==> src/list_seq_map.svh <==
`ifndef LIST_SEQ_MAP_SVH
`define LIST_SEQ_MAP_SVH
`define WAIT_TRIG_BIT 5
`define OPER_COND_W 16
`define INIT_SETPOINT 16'h0000
`define LIST_DEPTH 20
`endif

==> src/list_seq_pkg.sv <==
package list_seq_pkg;
    typedef enum logic {src_bus_type_v, src_backplane_type_v} trig_src_type;
    typedef struct packed {
        logic list_mode;
        trig_src_type trig_src;
        logic master_out;
        logic trig_out_enable;
    } config_type;
    typedef struct packed {
        logic initiate;
        logic bus_trigger;
        logic immediate_trigger;
    } command_type;
endpackage

==> src/trigger_paced_list_sequencer.sv <==
// What this block does
// - Waiting-for-trigger shown on status bit five
// - Immediate trigger accepted whenever armed, any source
// - List mode takes setpoint from list
// - Hold initial 0 V before first trigger
// - Bus trigger advances list pointer, applies point
// - Master pulses backplane line with bus step
// - Backplane trigger steps list once synchronised and edge-detected
// - Respond only to the selected source
// - Exactly one list point per trigger
// - Drive backplane line only when enabled
// - Ignore triggers until initiate arms
`timescale 1ns/10ps
`include "list_seq_map.svh"
module trigger_paced_list_sequencer #(
    parameter int DEPTH = `LIST_DEPTH,
    parameter int VW = 16
) (
    input wire logic core_clk,
    input wire logic srst,
    input wire list_seq_pkg::config_type cfg,
    input wire list_seq_pkg::command_type cmd,
    input wire logic [VW-1:0] fixed_setpoint,
    input wire logic list_wr,
    input wire logic [$clog2(DEPTH)-1:0] list_wr_addr,
    input wire logic [VW-1:0] list_wr_data,
    input wire logic [$clog2(DEPTH)-1:0] list_count,
    input wire logic backplane_trigger_line_in,
    output logic backplane_trigger_line_out,
    output logic backplane_trigger_line_oe,
    output logic [VW-1:0] setpoint,
    output logic [`OPER_COND_W-1:0] oper_cond,
    output logic step_done
);
    import list_seq_pkg::*;
    localparam int AW = $clog2(DEPTH);

    initial begin
        if (DEPTH < 2 || VW < 1 || VW > 16) begin
            $error("Unsupported parameters");
        end
    end

    logic [VW-1:0] list_mem [DEPTH];
    logic bp_s1_r;
    logic bp_s2_r;
    logic bp_s3_r;
    logic armed_r;
    logic started_r;
    logic done_r;
    logic [AW-1:0] ptr_r;
    logic [VW-1:0] point_r;
    logic bp_edge;
    logic bus_ok;
    logic bp_ok;
    logic trig;
    logic end_pt;
    logic step_now;
    logic echo_nxt;
    logic [`OPER_COND_W-1:0] oper_cond_nxt;

    // Final point: the programmed last one, or the top of the store
    function automatic logic is_final_point(
        input logic [AW-1:0] ptr,
        input logic [AW-1:0] last
    );
        return (ptr >= last) || (ptr == AW'(DEPTH - 1));
    endfunction

    // Source match, shared by the bus and the backplane paths
    function automatic logic source_selected(
        input trig_src_type sel,
        input trig_src_type cand
    );
        return sel == cand;
    endfunction

    always_ff @(posedge core_clk) begin
        if (list_wr) begin
            list_mem[list_wr_addr] <= list_wr_data;
        end
    end

    // Line is asynchronous to us; sync before edge detect
    always_ff @(posedge core_clk) begin
        if (srst) begin
            bp_s1_r <= 1'b0;
            bp_s2_r <= 1'b0;
            bp_s3_r <= 1'b0;
        end else begin
            bp_s1_r <= backplane_trigger_line_in;
            bp_s2_r <= bp_s1_r;
            bp_s3_r <= bp_s2_r;
        end
    end

    assign bp_edge = bp_s2_r & ~bp_s3_r;
    assign bus_ok = cmd.bus_trigger && source_selected(cfg.trig_src, src_bus_type_v);
    assign bp_ok = bp_edge && source_selected(cfg.trig_src, src_backplane_type_v);
    assign trig = armed_r && (bus_ok || bp_ok || cmd.immediate_trigger);
    assign end_pt = is_final_point(ptr_r, list_count);
    assign step_now = trig && !done_r;
    assign echo_nxt = cfg.master_out && cfg.trig_out_enable && armed_r && bus_ok && !done_r;

    // Arm on initiate; the final point disarms, also for an oversized count
    always_ff @(posedge core_clk) begin
        if (srst) begin
            armed_r <= 1'b0;
        end else if (cmd.initiate) begin
            armed_r <= 1'b1;
        end else if (trig && end_pt) begin
            armed_r <= 1'b0;
        end
    end

    // Pointer parks on the final point rather than wrapping
    always_ff @(posedge core_clk) begin
        if (srst) begin
            ptr_r <= '0;
        end else if (cmd.initiate) begin
            ptr_r <= '0;
        end else if (step_now && !end_pt) begin
            ptr_r <= ptr_r + 1'b1;
        end
    end

    always_ff @(posedge core_clk) begin
        if (srst) begin
            done_r <= 1'b0;
        end else if (cmd.initiate) begin
            done_r <= 1'b0;
        end else if (step_now && end_pt) begin
            done_r <= 1'b1;
        end
    end

    always_ff @(posedge core_clk) begin
        if (srst) begin
            started_r <= 1'b0;
        end else if (cmd.initiate) begin
            started_r <= 1'b0;
        end else if (step_now) begin
            started_r <= 1'b1;
        end
    end

    // Point is fetched one cycle ahead of the setpoint register
    always_ff @(posedge core_clk) begin
        if (srst) begin
            point_r <= '0;
        end else if (step_now) begin
            point_r <= list_mem[ptr_r];
        end
    end

    always_ff @(posedge core_clk) begin
        if (srst) begin
            setpoint <= VW'(`INIT_SETPOINT);
        end else if (!cfg.list_mode) begin
            setpoint <= fixed_setpoint;
        end else if (!started_r) begin
            setpoint <= VW'(`INIT_SETPOINT);
        end else begin
            setpoint <= point_r;
        end
    end

    // Only the waiting bit is live; every other condition bit reads zero
    for (genvar b = 0; b < `OPER_COND_W; b++) begin : g_cond
        if (b == `WAIT_TRIG_BIT) begin : g_wait
            assign oper_cond_nxt[b] = armed_r && !done_r;
        end else begin : g_zero
            assign oper_cond_nxt[b] = 1'b0;
        end
    end

    always_ff @(posedge core_clk) begin
        if (srst) begin
            oper_cond <= '0;
        end else begin
            oper_cond <= oper_cond_nxt;
        end
    end

    always_ff @(posedge core_clk) begin
        if (srst) begin
            step_done <= 1'b0;
        end else begin
            step_done <= step_now;
        end
    end

    // Master echoes accepted bus steps onto the shared line
    always_ff @(posedge core_clk) begin
        if (srst) begin
            backplane_trigger_line_out <= 1'b0;
        end else begin
            backplane_trigger_line_out <= echo_nxt;
        end
    end

    // Enable follows the setting even when idle; line then sits low
    always_ff @(posedge core_clk) begin
        if (srst) begin
            backplane_trigger_line_oe <= 1'b0;
        end else begin
            backplane_trigger_line_oe <= cfg.trig_out_enable;
        end
    end
endmodule

==> config.mk <==
export PLATFORM = sky130hd
export DESIGN_NAME = trigger_paced_list_sequencer
export DESIGN_NICKNAME = d
export VERILOG_FILES = /design/src/list_seq_pkg.sv /design/src/trigger_paced_list_sequencer.sv
export VERILOG_INCLUDE_DIRS = /design/src
export SDC_FILE = /design/constraint.sdc
export NUM_CORES = 1
export LEC_CHECK = 0
export ABC_AREA = 1
export ABC_CLOCK_PERIOD_IN_PS = 3600
export BUFFER_PORTS_ARGS = -buffer_cell sky130_fd_sc_hd__buf_2
export CAP_MARGIN = 20
export CORE_AREA = 2 2 178 180
export CTS_BUF_LIST = sky130_fd_sc_hd__clkbuf_2
export DETAILED_ROUTE_END_ITERATION = 6
export DIE_AREA = 0 0 180 182
export GPL_ROUTABILITY_DRIVEN = 1
export MAX_ROUTING_LAYER = met4
export PLACE_DENSITY = 0.68
export SLEW_MARGIN = 20
export SYNTH_ARGS = -nofsm -noshare
export SYNTH_HDL_FRONTEND = slang
export SYNTH_SLANG_ARGS = --single-unit
==> constraint.sdc <==
create_clock -name core_clk -period 3.6 [get_ports core_clk]
set_clock_uncertainty 0.2 [all_clocks]
set_input_delay 0.36 -clock core_clk [delete_from_list [all_inputs] [get_ports core_clk]]
set_output_delay 0.36 -clock core_clk [all_outputs]
set_load 0.02 [all_outputs]
# [Yosys cells after proc, flatten, opt, wreduce, memory -nomap -nowiden]
# Memory sizes are Yosys's and may differ from the RTL's. A register that Yosys moved wholly into a read port is not among the register bits.
# Cells that the tools add are included.
[word_totals] regBits=46 ramBits=320 out_inout_bits=35 elab_cells=45 memories=1
[memory_table] memory="list_mem" depth=20 width=16 read_ports=1 rd_clocked_by_memory_dff=1 write_ports=1 line="trigger_paced_list_sequencer.sv:44" text="logic [VW-1:0] list_mem [DEPTH];"
[classes] addsub=1 n_lt_le_gt_ge=1 eq_ne=1 muxes=6 bitwise=3 reduce_logical=19
[ops] op="$mux 16" count=2
[ops] op="$logic_and 1x1->1" count=12
[ops] op="$add 5x1->5 const B" count=1
[ops] op="$eq 5x5->1 const B" count=1
[ops] op="$ge 5x5->1" count=1
[ops] op="$mux 1" count=4
[ops] op="$logic_or 1x1->1" count=3
[ops] op="$logic_not 1->1" count=2
[ops] op="$not 1->1" count=2
[ops] op="$reduce_bool 2->1" count=1
[ops] op="$reduce_or 2->1" count=1
[ops] op="$and 1x1->1" count=1

# [Logic depth before layout (Yosys ltp)]
# Gate-level depths: netlist (run 1).
[logic_depth] word_depth=9 ltp_mapped=14

# [Worst setup path after synthesis (run 1)]
# Ideal clock, no wire load.
[synth_path] path_type="register to register" start="reg ptr_r[0]" end="reg ptr_r[0]" setup_time_ns=0.070 t_arrival_ns=1.764 required_ns=3.330 slack_ns=1.566 stages_incl_launch_ff=14 n_path_buf=4 cell_sequence="dfxtp_1 > buf_6 > inv_4 > buf_6 > buf_8 > buf_6 > ha_1 > nand2_1 > nor2_1 > nand2_1 > nand4_1 > nor2_1 > nand2_1 > a21oi_1"
[synth_between] elab_chain_len=4
[synth_rtl] element="start, declared" line="trigger_paced_list_sequencer.sv:51" text="logic [AW-1:0] ptr_r;"
[synth_rtl] element="start signal, assigned" line="trigger_paced_list_sequencer.sv:123" text="ptr_r <= ptr_r + 1'b1;"
[synth_rtl] element="$ge 5x5->1 or $eq 5x5->1 (tied branches)" line="trigger_paced_list_sequencer.sv:67" text="return (ptr >= last) || (ptr == AW'(DEPTH - 1));"
[synth_rtl] element="$logic_or 1x1->1" line="trigger_paced_list_sequencer.sv:67"
[synth_rtl] element="$logic_not 1->1" line="trigger_paced_list_sequencer.sv:122" text="end else if (step_now && !end_pt) begin"
[synth_rtl] element="$logic_and 1x1->1" line="trigger_paced_list_sequencer.sv:122"
# Several ways; a longest one is shown, not always the timed one.
# A chain may end at the register's enable or synchronous reset.

# [Worst setup path in the final report (run 1)]
[layout_path] start="reg ptr_r[0]" end="reg armed_r"
[layout_between] elab_chain_len=4
[layout_rtl] element="$ge 5x5->1 or $eq 5x5->1 (tied branches)" line="trigger_paced_list_sequencer.sv:67"
[layout_rtl] element="$logic_or 1x1->1 (*)" line="trigger_paced_list_sequencer.sv:67"
[layout_rtl] element="$logic_and 1x1->1 (*)" line="trigger_paced_list_sequencer.sv:111" text="end else if (trig && end_pt) begin"
[layout_rtl] element="$reduce_bool 2->1 (no source line) (*)"
[layout_rtl] element="end signal, assigned" line="trigger_paced_list_sequencer.sv:108" text="armed_r <= 1'b0;"
[layout_rtl] element="end signal, assigned" line="trigger_paced_list_sequencer.sv:110" text="armed_r <= 1'b1;"
[layout_rtl] element="end signal, assigned" line="trigger_paced_list_sequencer.sv:112" text="armed_r <= 1'b0;"
[layout_rtl] element="end, declared" line="trigger_paced_list_sequencer.sv:48" text="logic armed_r;"
# Every way passes the cells marked *; elsewhere a longest branch is shown, timed or not.

==> results of run 1 <==
[layer usage]
metal,track usage,wire length (um),vias to the layer above
met5,-,0,-
met4,0.0933,1180,0
met3,0.0397,2430,118
met2,0.384,18300,461
met1,0.303,15700,5258
li1,-,-,5295
[cells by family (layout without fill, tap and decap cells)]
logic type / Yosys count / after routing / synth area share
compound gates: 170 / 170 / 0.0558
xor+xnor: 3 / 3 / 0.00172
fa+ha+maj: 6 / 6 / 0.00491
buf+inv: 230 / 498 / 0.0699
flops: 367 / 367 / 0.690
other cells: 1 / 17 / 0.000245
simple gates: 684 / 684 / 0.178
[power groups by stage]
stage	clock network [mW]	registers [mW]	logic [mW]
floorplan	0	4.81	0.257
global placement	0	4.81	0.414
detailed placement	0	4.81	0.421
CTS	2.84	4.71	0.500
global route	3.05	4.72	0.559
finish	2.78	4.71	0.507
[final timing paths]
path | slack (ns) | endpoint | start
min reg2reg | 0.22 | bp_s2_r$_SDFF_PP0_ | bp_s1_r$_SDFF_PP0_
max | 0.45 | armed_r$_SDFFE_PP0P_ | ptr_r[0]$_SDFFE_PP0P_
max reg2reg | 0.45 | armed_r$_SDFFE_PP0P_ | ptr_r[0]$_SDFFE_PP0P_
min | 0.07 | ptr_r[0]$_SDFFE_PP0P_ | list_count[4]
[placed cells by master, fill, tap and decap left out]
| master | count |
|---|---|
| nand2_1 | 388 |
| o21ai_0 | 53 |
| clkinvlp_4 | 1 |
| dfxtp_1 | 45 |
| xor2_1 | 2 |
| buf_4 | 26 |
| a21oi_1 | 72 |
| conb_1 | 15 |
| inv_2 | 4 |
| o21ai_1 | 44 |
| nor2_2 | 2 |
| dlygate4sd3_1 | 91 |
| buf_2 | 72 |
| diode_2 | 2 |
| clkinv_1 | 14 |
| bufinv_16 | 1 |
| nor2_1 | 181 |
| nand3_1 | 109 |
| a21o_1 | 1 |
| edfxtp_1 | 320 |
| clkbuf_2 | 150 |
| ha_1 | 6 |
| inv_1 | 136 |
| inv_4 | 1 |
| nand3b_1 | 1 |
| buf_12 | 2 |
| nand4_1 | 3 |
| dfxtp_4 | 2 |
| xnor2_1 | 1 |
[sequential cells by signal, indices dropped and copies added, names as in the netlist]
name,flops
bp_s1_r,1
point_r,16
bp_s3_r,1
oper_cond,1
backplane_trigger_line_oe,1
ptr_r,5
list_mem,320
setpoint,16
step_done,1
bp_s2_r,1
started_r,1
armed_r,1
backplane_trigger_line_out,1
done_r,1
[stage by stage]
stage           util  setup WS [ns]  std cells
4_1_cts        0.570          0.379       2145
3_3_place_gp   0.514           1.20       1888
6_report       0.570          0.450       2147
2_1_floorplan      -           1.57       1475
5_1_grt        0.570          0.185       2147
3_5_place_dp   0.514           1.19       1888
[worst reg2reg max path: cells and delay by family (launching register included)]
kind | cells | cell delay, ns
simple gates | 4 | 0.43
fa+ha+maj | 1 | 0.33
buf+inv | 3 | 1.61
flops | 1 | 0.38
compound gates | 1 | 0.11
[layout make-up]
type | instances | area [sq um]
fill | 2623 | 13300
sequential | 367 | 10600
multi-input combinational | 878 | 3730
timing repair buffer | 191 | 1510
clock buffer | 150 | 751
inverter | 141 | 532
tap | 402 | 503
clock inverter | 16 | 90.1
antenna | 2 | 5.00
[what timing repair did]
| action | in CTS | in global routing |
|---|---|---|
| resized for setup | 0 | 0 |
| hold buffers | 91 | 0 |
| endpoints found under the hold margin | 514 | 0 |
==> reports/results.ini, run 1 <==
[run_status]
outcome = completed

[logic_synthesis]
synth.top_cell.area_share = 0.628
ys_async_sr_fraction = 0
yosys-top-cells-count = nand2_1 (388), edfxtp_1 (320), nor2_1 (181), inv_1 (136), nand3_1 (109)
synth-edff-count = 320
yosysWarnings = 0
syn_area_per_cell_sq_um = 10.5
synthFlopType = edfxtp_1
synthTopCellsByArea = edfxtp_1 (63%), nand2_1 (9.5%), dfxtp_1 (6.2%)
syn_area_sq_mm = 0.0153
syn-instance-count = 1461
ys_seq_area_frac = 0.690
synthDistinctLibCells = 27
yosysMostFrequentCell = nand2_1
synth_top_area_cell = edfxtp_1
ys_ff_latch = 367

[die]
core_sq_mm = 0.0310
die_w_um = 180
fp.dieH_um = 182
rows = 65
dieArea_sq_mm = 0.0328
start_util = 0.494
pin_count = 88

[routing]
num_vias = 11100
drc = 0
drtAntennaViolNets = 0
wl_per_cell_um = 17.5
drt_iter0_markers = 1077
drtPass1Iterations = 6
drt_wl_total_mm = 37.5
avgViaCountPerCell = 5.18

[setup_path]
worstPathCellList = buf_12, ha_1, nand3_1, nand4_1, nand2_1, a21oi_1, dlygate4sd3_1, nor2_1, dlygate4sd3_1
crit_path_max_fanout = 179
cp_data_arrival_time_ns = 3.73
cp_data_required_time_ns = 4.18
worst-path-buf-inv = 3
cp_common_cell = dlygate4sd3_1
slowest_stage = dlygate4sd3_1
rr_worst_depth = 9
path_class = flop to flop
cp.depth = 9
cp-end-kind = flop
critPathLaunchType = flop
critPathTopFamily = buffers and inverters
max_stage_delay_ns = 0.57

[timing]
worst_pin_slew_ns = 0.891
drv_slew = 0
whs_ns = 0.0736
fin_tns_setup_ns = 0
fin_crit_sh = 0.875
maxSlewHeadroom = 0.405
fin_crit_ns = 3.15
final_hold_viol_count = 0
rsz0062_at_grt = false
setup_viol = 0
fmax_mhz = 317

[place]
hpwl_mm = 20.6
portBuffers = 72
gp_congestion = 0.835
placed_area_sq_mm = 0.0159

[global_route]
globalRoute.totalOverflow = 0
grt_pass1_wl_mm = 58.9
first_global_vias = 11000
antenna_found_initial = 2
grt_max_degree = 180
grt_usage = 0.238

[clocking]
numCtsBuffers = 94
htreeDepth = 3
clk_latency_ns = 0.94
post_cts_buffers = 0
clk_pin_slew_ns = 0.09
clock_path_buffers = 3
cts_tree = built
root_buffer = clkbuf_2
cts.sinks = 367

[pwr]
intPower_mw = 6.01
p_sw_mw = 1.99
clock_power_share = 0.348
seqPwrFrac = 0.589
vdd_drop_max_mv = 0.219
combPwrFrac = 0.063
power_leakage_nw = 7.28
p_sw_frac = 0.249
power_density_mw_per_mm2 = 453
power_mw = 8.00

[layout]
layout-drive-gt1-share = 0.150
fin_area_sq_mm = 0.0177
syn_to_final_growth_pct = 15.5
final_nets = 1732

[min_path]
min_path_type = primary input to flop
holdPathStages = 9

[flow_run]
max_cap_violations = 0

Power figures use the tool's default switching activity.
==> inputs of run 2 (changes only) <==
ABC_CLOCK_PERIOD_IN_PS = 3400   (was 3600)
clock period = 3.4 ns   (was 3.6 ns; I/O delays follow)
==> run 2 against run 1 <==
The run now ends with design-rule violations left. Wire length is 2.0% higher. Critical path depth rose by 1. Flip-flop and latch count is the same. Largest cell class unchanged.
==> reports/results.ini, run 2 (same netlist as run 1, synthesis figures left out) <==
[run_status]
outcome = finished with violations
violations = design-rule violations

[global_route]
globalRoute.totalOverflow = 0  ; unchanged
grt_usage = 0.236  ; -0.00148
first_global_vias = 10900  ; -1.2%
grt_max_degree = 180  ; unchanged
grt_pass1_wl_mm = 58.3  ; -0.96%
antenna_found_initial = 2  ; unchanged

[timing]
fin_crit_ns = 3.16  ; +0.00920 ns
fin_crit_sh = 0.929  ; +0.0542
rsz0062_at_grt = false
fmax_mhz = 317  ; -0.29%
worst_pin_slew_ns = 0.888  ; -0.00364 ns
drv_slew = 0  ; unchanged
fin_tns_setup_ns = 0  ; unchanged
setup_viol = 0  ; unchanged
final_hold_viol_count = 0  ; unchanged
maxSlewHeadroom = 0.408  ; +0.00243

[routing]
drtPass1Iterations = 7  ; +1
drc = 1  ; +1
drt_wl_total_mm = 38.3  ; +2.0%
drtAntennaViolNets = 0  ; unchanged
wl_per_cell_um = 17.6  ; +0.87%
num_vias = 11200  ; +0.19%
avgViaCountPerCell = 5.14  ; -0.92%
drt_iter0_markers = 1078  ; +0.093%

[layout]
seqCellArea_sq_mm = 0.0106  ; unchanged
syn_to_final_growth_pct = 17.5
reg_top3 = list_mem: 320 flops, point_r: 16 flops, setpoint: 16 flops
layout_commonest_cell = nand2_1
layout_common_cells = nand2_1 (388), edfxtp_1 (320), nor2_1 (181), clkbuf_2 (154), inv_1 (136)
multi_input_area_sq_mm = 0.00373  ; unchanged
largest_reg_flops = 320  ; unchanged
top_register = list_mem
final_nets = 1752  ; +1.2%
layout-drive-gt1-share = 0.154  ; +0.00419
fillers = 2614  ; -0.34%

[clocking]
htreeDepth = 3  ; unchanged
root_buffer = clkbuf_2
post_cts_buffers = 0  ; unchanged
clk_latency_ns = 0.92  ; -0.02 ns
cts.sinks = 367  ; unchanged
cts_tree = built
clock_path_buffers = 3  ; unchanged
numCtsBuffers = 93  ; -1.1%
clk_pin_slew_ns = 0.10  ; about the same

[pwr]
intPower_mw = 6.49  ; +8.0%
vdd_drop_max_mv = 0.276  ; +26%
p_sw_mw = 2.12  ; +6.5%
p_sw_frac = 0.247  ; -0.00257
clock_power_share = 0.355  ; +0.007
power_density_mw_per_mm2 = 479  ; +5.8%
seqPwrFrac = 0.579  ; -0.010
combPwrFrac = 0.066  ; +0.003
power_mw = 8.61  ; +7.6%
power_leakage_nw = 7.41  ; +1.8%

[setup_path]
path_class = flop to flop
critPathTopFamily = buffers and inverters
cp_data_required_time_ns = 4.00  ; -0.18 ns
cp_data_arrival_time_ns = 3.76  ; +0.03 ns
cp-end-kind = flop
worstPathCellList = nand3b_1, nand2_1, dlygate4sd3_1, nand2_1, nor2_1, nand3_1, dlygate4sd3_1, nor2_1, nor2_1, dlygate4sd3_1
critPathLaunchType = flop
max_stage_delay_ns = 0.62  ; +0.05 ns
rr_worst_depth = 10  ; +1
worst-path-buf-inv = 3  ; unchanged
slowest_stage = dlygate4sd3_1
crit_path_max_fanout = 5  ; -97%
cp.depth = 10  ; +1

[place]
hpwl_mm = 20.4  ; -1.2%
portBuffers = 72  ; unchanged
gp_congestion = 0.853  ; +2.2%

[die]
pin_count = 88  ; unchanged
die_w_um = 180  ; unchanged
fp.dieH_um = 182  ; unchanged
start_util = 0.494  ; unchanged
dieArea_sq_mm = 0.0328  ; unchanged
rows = 65  ; unchanged
core_sq_mm = 0.0310  ; unchanged

[min_path]
holdPathStages = 10  ; +1
min_path_type = primary input to flop

[flow_run]
max_cap_violations = 0  ; unchanged

==> run 2: cell count changes in the layout (fill, tap and decap cells not counted), sizes merged <==
| cell | change |
|---|---|
| dlygate4sd3 | +17 |
| clkinvlp | +2 |
| clkinv | -3 |
| buf | +2 |
| inv | -1 |
| bufinv | +1 |
| clkbuf | +6 |
==> run 2: worst paths after layout <==
| path | slack [ns] | to | from |
|---|---|---|---|
| setup reg to reg | 0.24 | ptr_r[1]$_SDFFE_PP0P_ | bp_s3_r$_SDFF_PP0_ |
| setup / recovery | 0.24 | ptr_r[1]$_SDFFE_PP0P_ | bp_s3_r$_SDFF_PP0_ |
| hold / removal | 0.09 | ptr_r[3]$_SDFFE_PP0P_ | list_count[3] |
| hold reg to reg | 0.23 | bp_s2_r$_SDFF_PP0_ | bp_s1_r$_SDFF_PP0_ |
==> run 2: timing repair <==
action | CTS | global route
setup endpoints to repair | 0 | 2
hold buffers | 108 | 0
gates resized for setup | 0 | 3
endpoints found under the hold margin | 635 | 0
==> run 2: stage by stage <==
stage,std cells,setup WS [ns],utilization,hold slack (ns),area [sq um]
4_1_cts,2167,0.105,0.578,0.0243,17900
6_report,2171,0.241,0.580,0.0902,18000
3_3_place_gp,1890,1.06,0.514,0.197,15900
2_1_floorplan,1475,1.37,-,0.188,15300
3_5_place_dp,1890,1.05,0.514,0.204,15900
5_1_grt,2171,0.0462,0.580,0.120,18000
==> run 2: routing by layer <==
layer | track usage | vias up | routed length, um
met5 | - | - | 0
met4 | 0.111 | 0 | 1390
met3 | 0.0455 | 114 | 2970
met1 | 0.288 | 5200 | 15500
met2 | 0.382 | 500 | 18500
li1 | - | 5339 | -
==> run 2: layout make-up <==
cell class / instances / area share
Multi-Input combinational cell: 878 / 0.208
Clock buffer: 154 / 0.0429
Antenna cell: 2 / 0.000278
Tap cell: 402 / 0.0280
Inverter: 141 / 0.0297
Timing Repair Buffer: 212 / 0.0977
Clock inverter: 15 / 0.00675
Sequential cell: 367 / 0.587
==> run 2: power by group through the flow <==
stage	Sequential [mW]	Combinational (mW)	Clock, mW
after global routing	4.99	0.623	3.39
after detailed placement	5.09	0.448	0
after global placement	5.08	0.438	0
final	4.99	0.567	3.06
after floorplan	5.09	0.272	0
after CTS	4.98	0.545	3.14
==> run 2: worst min-delay path: stages <==
cell	delay, ns
buf_2	0.10
inv_1	0.04
ha_1	0.13
a21o_1	0.11
nor2_1	0.05
nand2_1	0.05
nor2_1	0.04
nand3_1	0.13
nand2_1	0.07
a21oi_1	0.11
==> inputs of run 3 (changes only) <==
MAX_ROUTING_LAYER = default   (was met4)
==> run 3 against run 2 <==
The flow now finishes without violations. First-iteration DRC count increased by 3.5%. Clock power about the same. Combinational power about the same. Die area unchanged. Setup slack got worse by 0.025 ns. Utilization unchanged. Total power about the same. Register-to-register slack got worse by 0.02 ns. Maximum frequency decreased by 0.77%. Count of clock-buffer cells in the layout unchanged. Critical endpoint unchanged. Largest cell class unchanged. Largest power group unchanged.
==> reports/results.ini, run 3 (same netlist as run 1, synthesis figures left out) <==
[run_status]
outcome = completed

[setup_path]
cp_data_required_time_ns = 3.99  ; about the same
worstPathCellList = nand3b_1, nand2_1, dlygate4sd3_1, nand2_1, nor2_1, nand3_1, dlygate4sd3_1, nor2_1, nor2_1, dlygate4sd3_1
endpoint = ptr_r[1]$_SDFFE_PP0P_
critPathTopFamily = buffers and inverters
r2r-start = bp_s3_r$_SDFF_PP0_
cp-startpoint = bp_s3_r$_SDFF_PP0_
path_class = flop to flop
crit_path_max_fanout = 5  ; unchanged
rrSetupSlack_ns = 0.22  ; -0.02 ns
r2r-end = ptr_r[1]$_SDFFE_PP0P_
cp.depth = 10  ; unchanged
critPathLaunchType = flop
cp-end-kind = flop
max_stage_delay_ns = 0.62  ; about the same
cp_data_arrival_time_ns = 3.78  ; +0.02 ns
worst-path-buf-inv = 3  ; unchanged
slowest_stage = dlygate4sd3_1
rr_worst_depth = 10  ; unchanged

[layout]
reg_top3 = list_mem: 320 flops, point_r: 16 flops, setpoint: 16 flops
final_nets = 1752  ; unchanged
layout_common_cells = nand2_1 (388), edfxtp_1 (320), nor2_1 (181), clkbuf_2 (154), inv_1 (136)
largest_reg_flops = 320  ; unchanged
layout_commonest_cell = nand2_1
top_register = list_mem
final_util = 0.580  ; unchanged
fillers = 2611  ; -0.11%
layout-drive-gt1-share = 0.154  ; unchanged
syn_to_final_growth_pct = 17.5  ; unchanged
stdcell_count = 2171  ; unchanged

[routing]
drc = 0  ; -1
drtAntennaViolNets = 0  ; unchanged
drt_iter0_markers = 1116  ; +3.5%
drtPass1Iterations = 5  ; -2
wl_per_cell_um = 17.7  ; +0.23%
num_vias = 11200  ; +0.37%
drt_wl_total_mm = 38.4  ; +0.23%
avgViaCountPerCell = 5.16  ; +0.37%

[global_route]
globalRoute.totalOverflow = 0  ; unchanged
grt_max_degree = 180  ; unchanged
first_global_vias = 10900  ; +0.15%
grt_usage = 0.229  ; -0.00708
grt_pass1_wl_mm = 58.3  ; about the same
antenna_found_initial = 2  ; unchanged

[clocking]
clk_latency_ns = 0.93  ; about the same
htreeDepth = 3  ; unchanged
cts_tree = built
clock_path_buffers = 3  ; unchanged
clk_pin_slew_ns = 0.10  ; about the same
root_buffer = clkbuf_2
numCtsBuffers = 93  ; unchanged
cts.sinks = 367  ; unchanged

[min_path]
min_path_type = primary input to flop
hold_start = list_count[3]

[flow_run]
max_cap_violations = 0  ; unchanged

[timing]
rsz0062_at_grt = false
maxSlewHeadroom = 0.430  ; +0.0220
whs_ns = 0.101  ; +0.0107 ns
fin_tns_setup_ns = 0  ; unchanged
fmax_mhz = 314  ; -0.77%
setup_viol = 0  ; unchanged
fin_crit_sh = 0.936  ; +0.00723
worst_pin_slew_ns = 0.855  ; -0.0329 ns
fin_crit_ns = 3.18  ; +0.0246 ns
drv_slew = 0  ; unchanged
final_hold_viol_count = 0  ; unchanged

[pwr]
power_density_mw_per_mm2 = 479  ; about the same
vdd_drop_max_mv = 0.274  ; -0.79%
power_leakage_nw = 7.41  ; unchanged

[place]
portBuffers = 72  ; unchanged
dp_cells = 1890  ; unchanged
gp_congestion = 0.840  ; -1.5%
hpwl_mm = 20.4  ; unchanged

[die]
dieArea_sq_mm = 0.0328  ; unchanged
fp.dieH_um = 182  ; unchanged
core_sq_mm = 0.0310  ; unchanged
rows = 65  ; unchanged
pin_count = 88  ; unchanged
start_util = 0.494  ; unchanged
die_w_um = 180  ; unchanged

==> run 3: cell counts in the layout (fill, tap and decap cells not counted) <==
Identical to the previous run, type by type.
==> run 3: worst register-to-register path: stages, from the launching register on <==
cell	delay (ns)
dfxtp_1	0.30
nand3b_1	0.13
nand2_1	0.06
dlygate4sd3_1	0.55
nand2_1	0.07
nor2_1	0.23
nand3_1	0.21
dlygate4sd3_1	0.62
nor2_1	0.09
nor2_1	0.05
dlygate4sd3_1	0.55
==> run 3: how the worst min path moves through the flow <==
stage / endpoint / depth (start not counted) / slack [ns]
3_3_place_gp: bp_s2_r$_SDFF_PP0_ / 2 / 0.20
3_5_place_dp: bp_s2_r$_SDFF_PP0_ / 2 / 0.20
6_report: ptr_r[3]$_SDFFE_PP0P_ / 10 / 0.10
2_1_floorplan: bp_s2_r$_SDFF_PP0_ / 2 / 0.19
4_1_cts: ptr_r[3]$_SDFFE_PP0P_ / 10 / 0.02
5_1_grt: ptr_r[3]$_SDFFE_PP0P_ / 10 / 0.12
==> run 3: what timing repair did <==
| action | CTS | global route |
|---|---|---|
| resized for setup | 0 | 3 |
| hold endpoints to repair | 635 | 0 |
| hold buffers | 108 | 0 |
| buffers inserted | 0 | 0 |
| endpoints found under the setup margin | 0 | 2 |
==> run 3: where the power goes <==
part | total, mW | switching (mW) | internal, mW
registers | 4.99 | 0.0306 | 4.96
logic | 0.568 | 0.361 | 0.207
clock network | 3.07 | 1.74 | 1.33
total | 8.62 | 2.13 | 6.49
==> run 3: cell type report <==
| class | instances | area (sq um) | share of cell area |
|---|---|---|---|
| multi-input combinational | 878 | 3730 | 0.208 |
| antenna | 2 | 5.00 | 0.000278 |
| clock buffer | 154 | 771 | 0.0429 |
| timing repair buffer | 212 | 1760 | 0.0977 |
| clock inverter | 15 | 121 | 0.00675 |
| sequential | 367 | 10600 | 0.587 |
| inverter | 141 | 534 | 0.0297 |
| tap | 402 | 503 | 0.0280 |
==> run 3: routing by layer <==
| layer | vias up | global-route usage | wire [um] |
|---|---|---|---|
| met5 | - | 0 | 0 |
| met4 | 0 | 0.111 | 1390 |
| met3 | 104 | 0.0443 | 3120 |
| met2 | 529 | 0.383 | 18600 |
| met1 | 5230 | 0.289 | 15300 |
| li1 | 5331 | - | - |
==> run 3: through the flow <==
step / power (mW) / setup WS, ns / area (sq um)
6_report: 8.62 / 0.217 / 18000
5_1_grt: 9.01 / 0.0462 / 18000
4_1_cts: 8.67 / 0.105 / 17900
3_5_place_dp: 5.53 / 1.05 / 15900
3_3_place_gp: 5.52 / 1.06 / 15900
2_1_floorplan: 5.37 / 1.37 / 15300
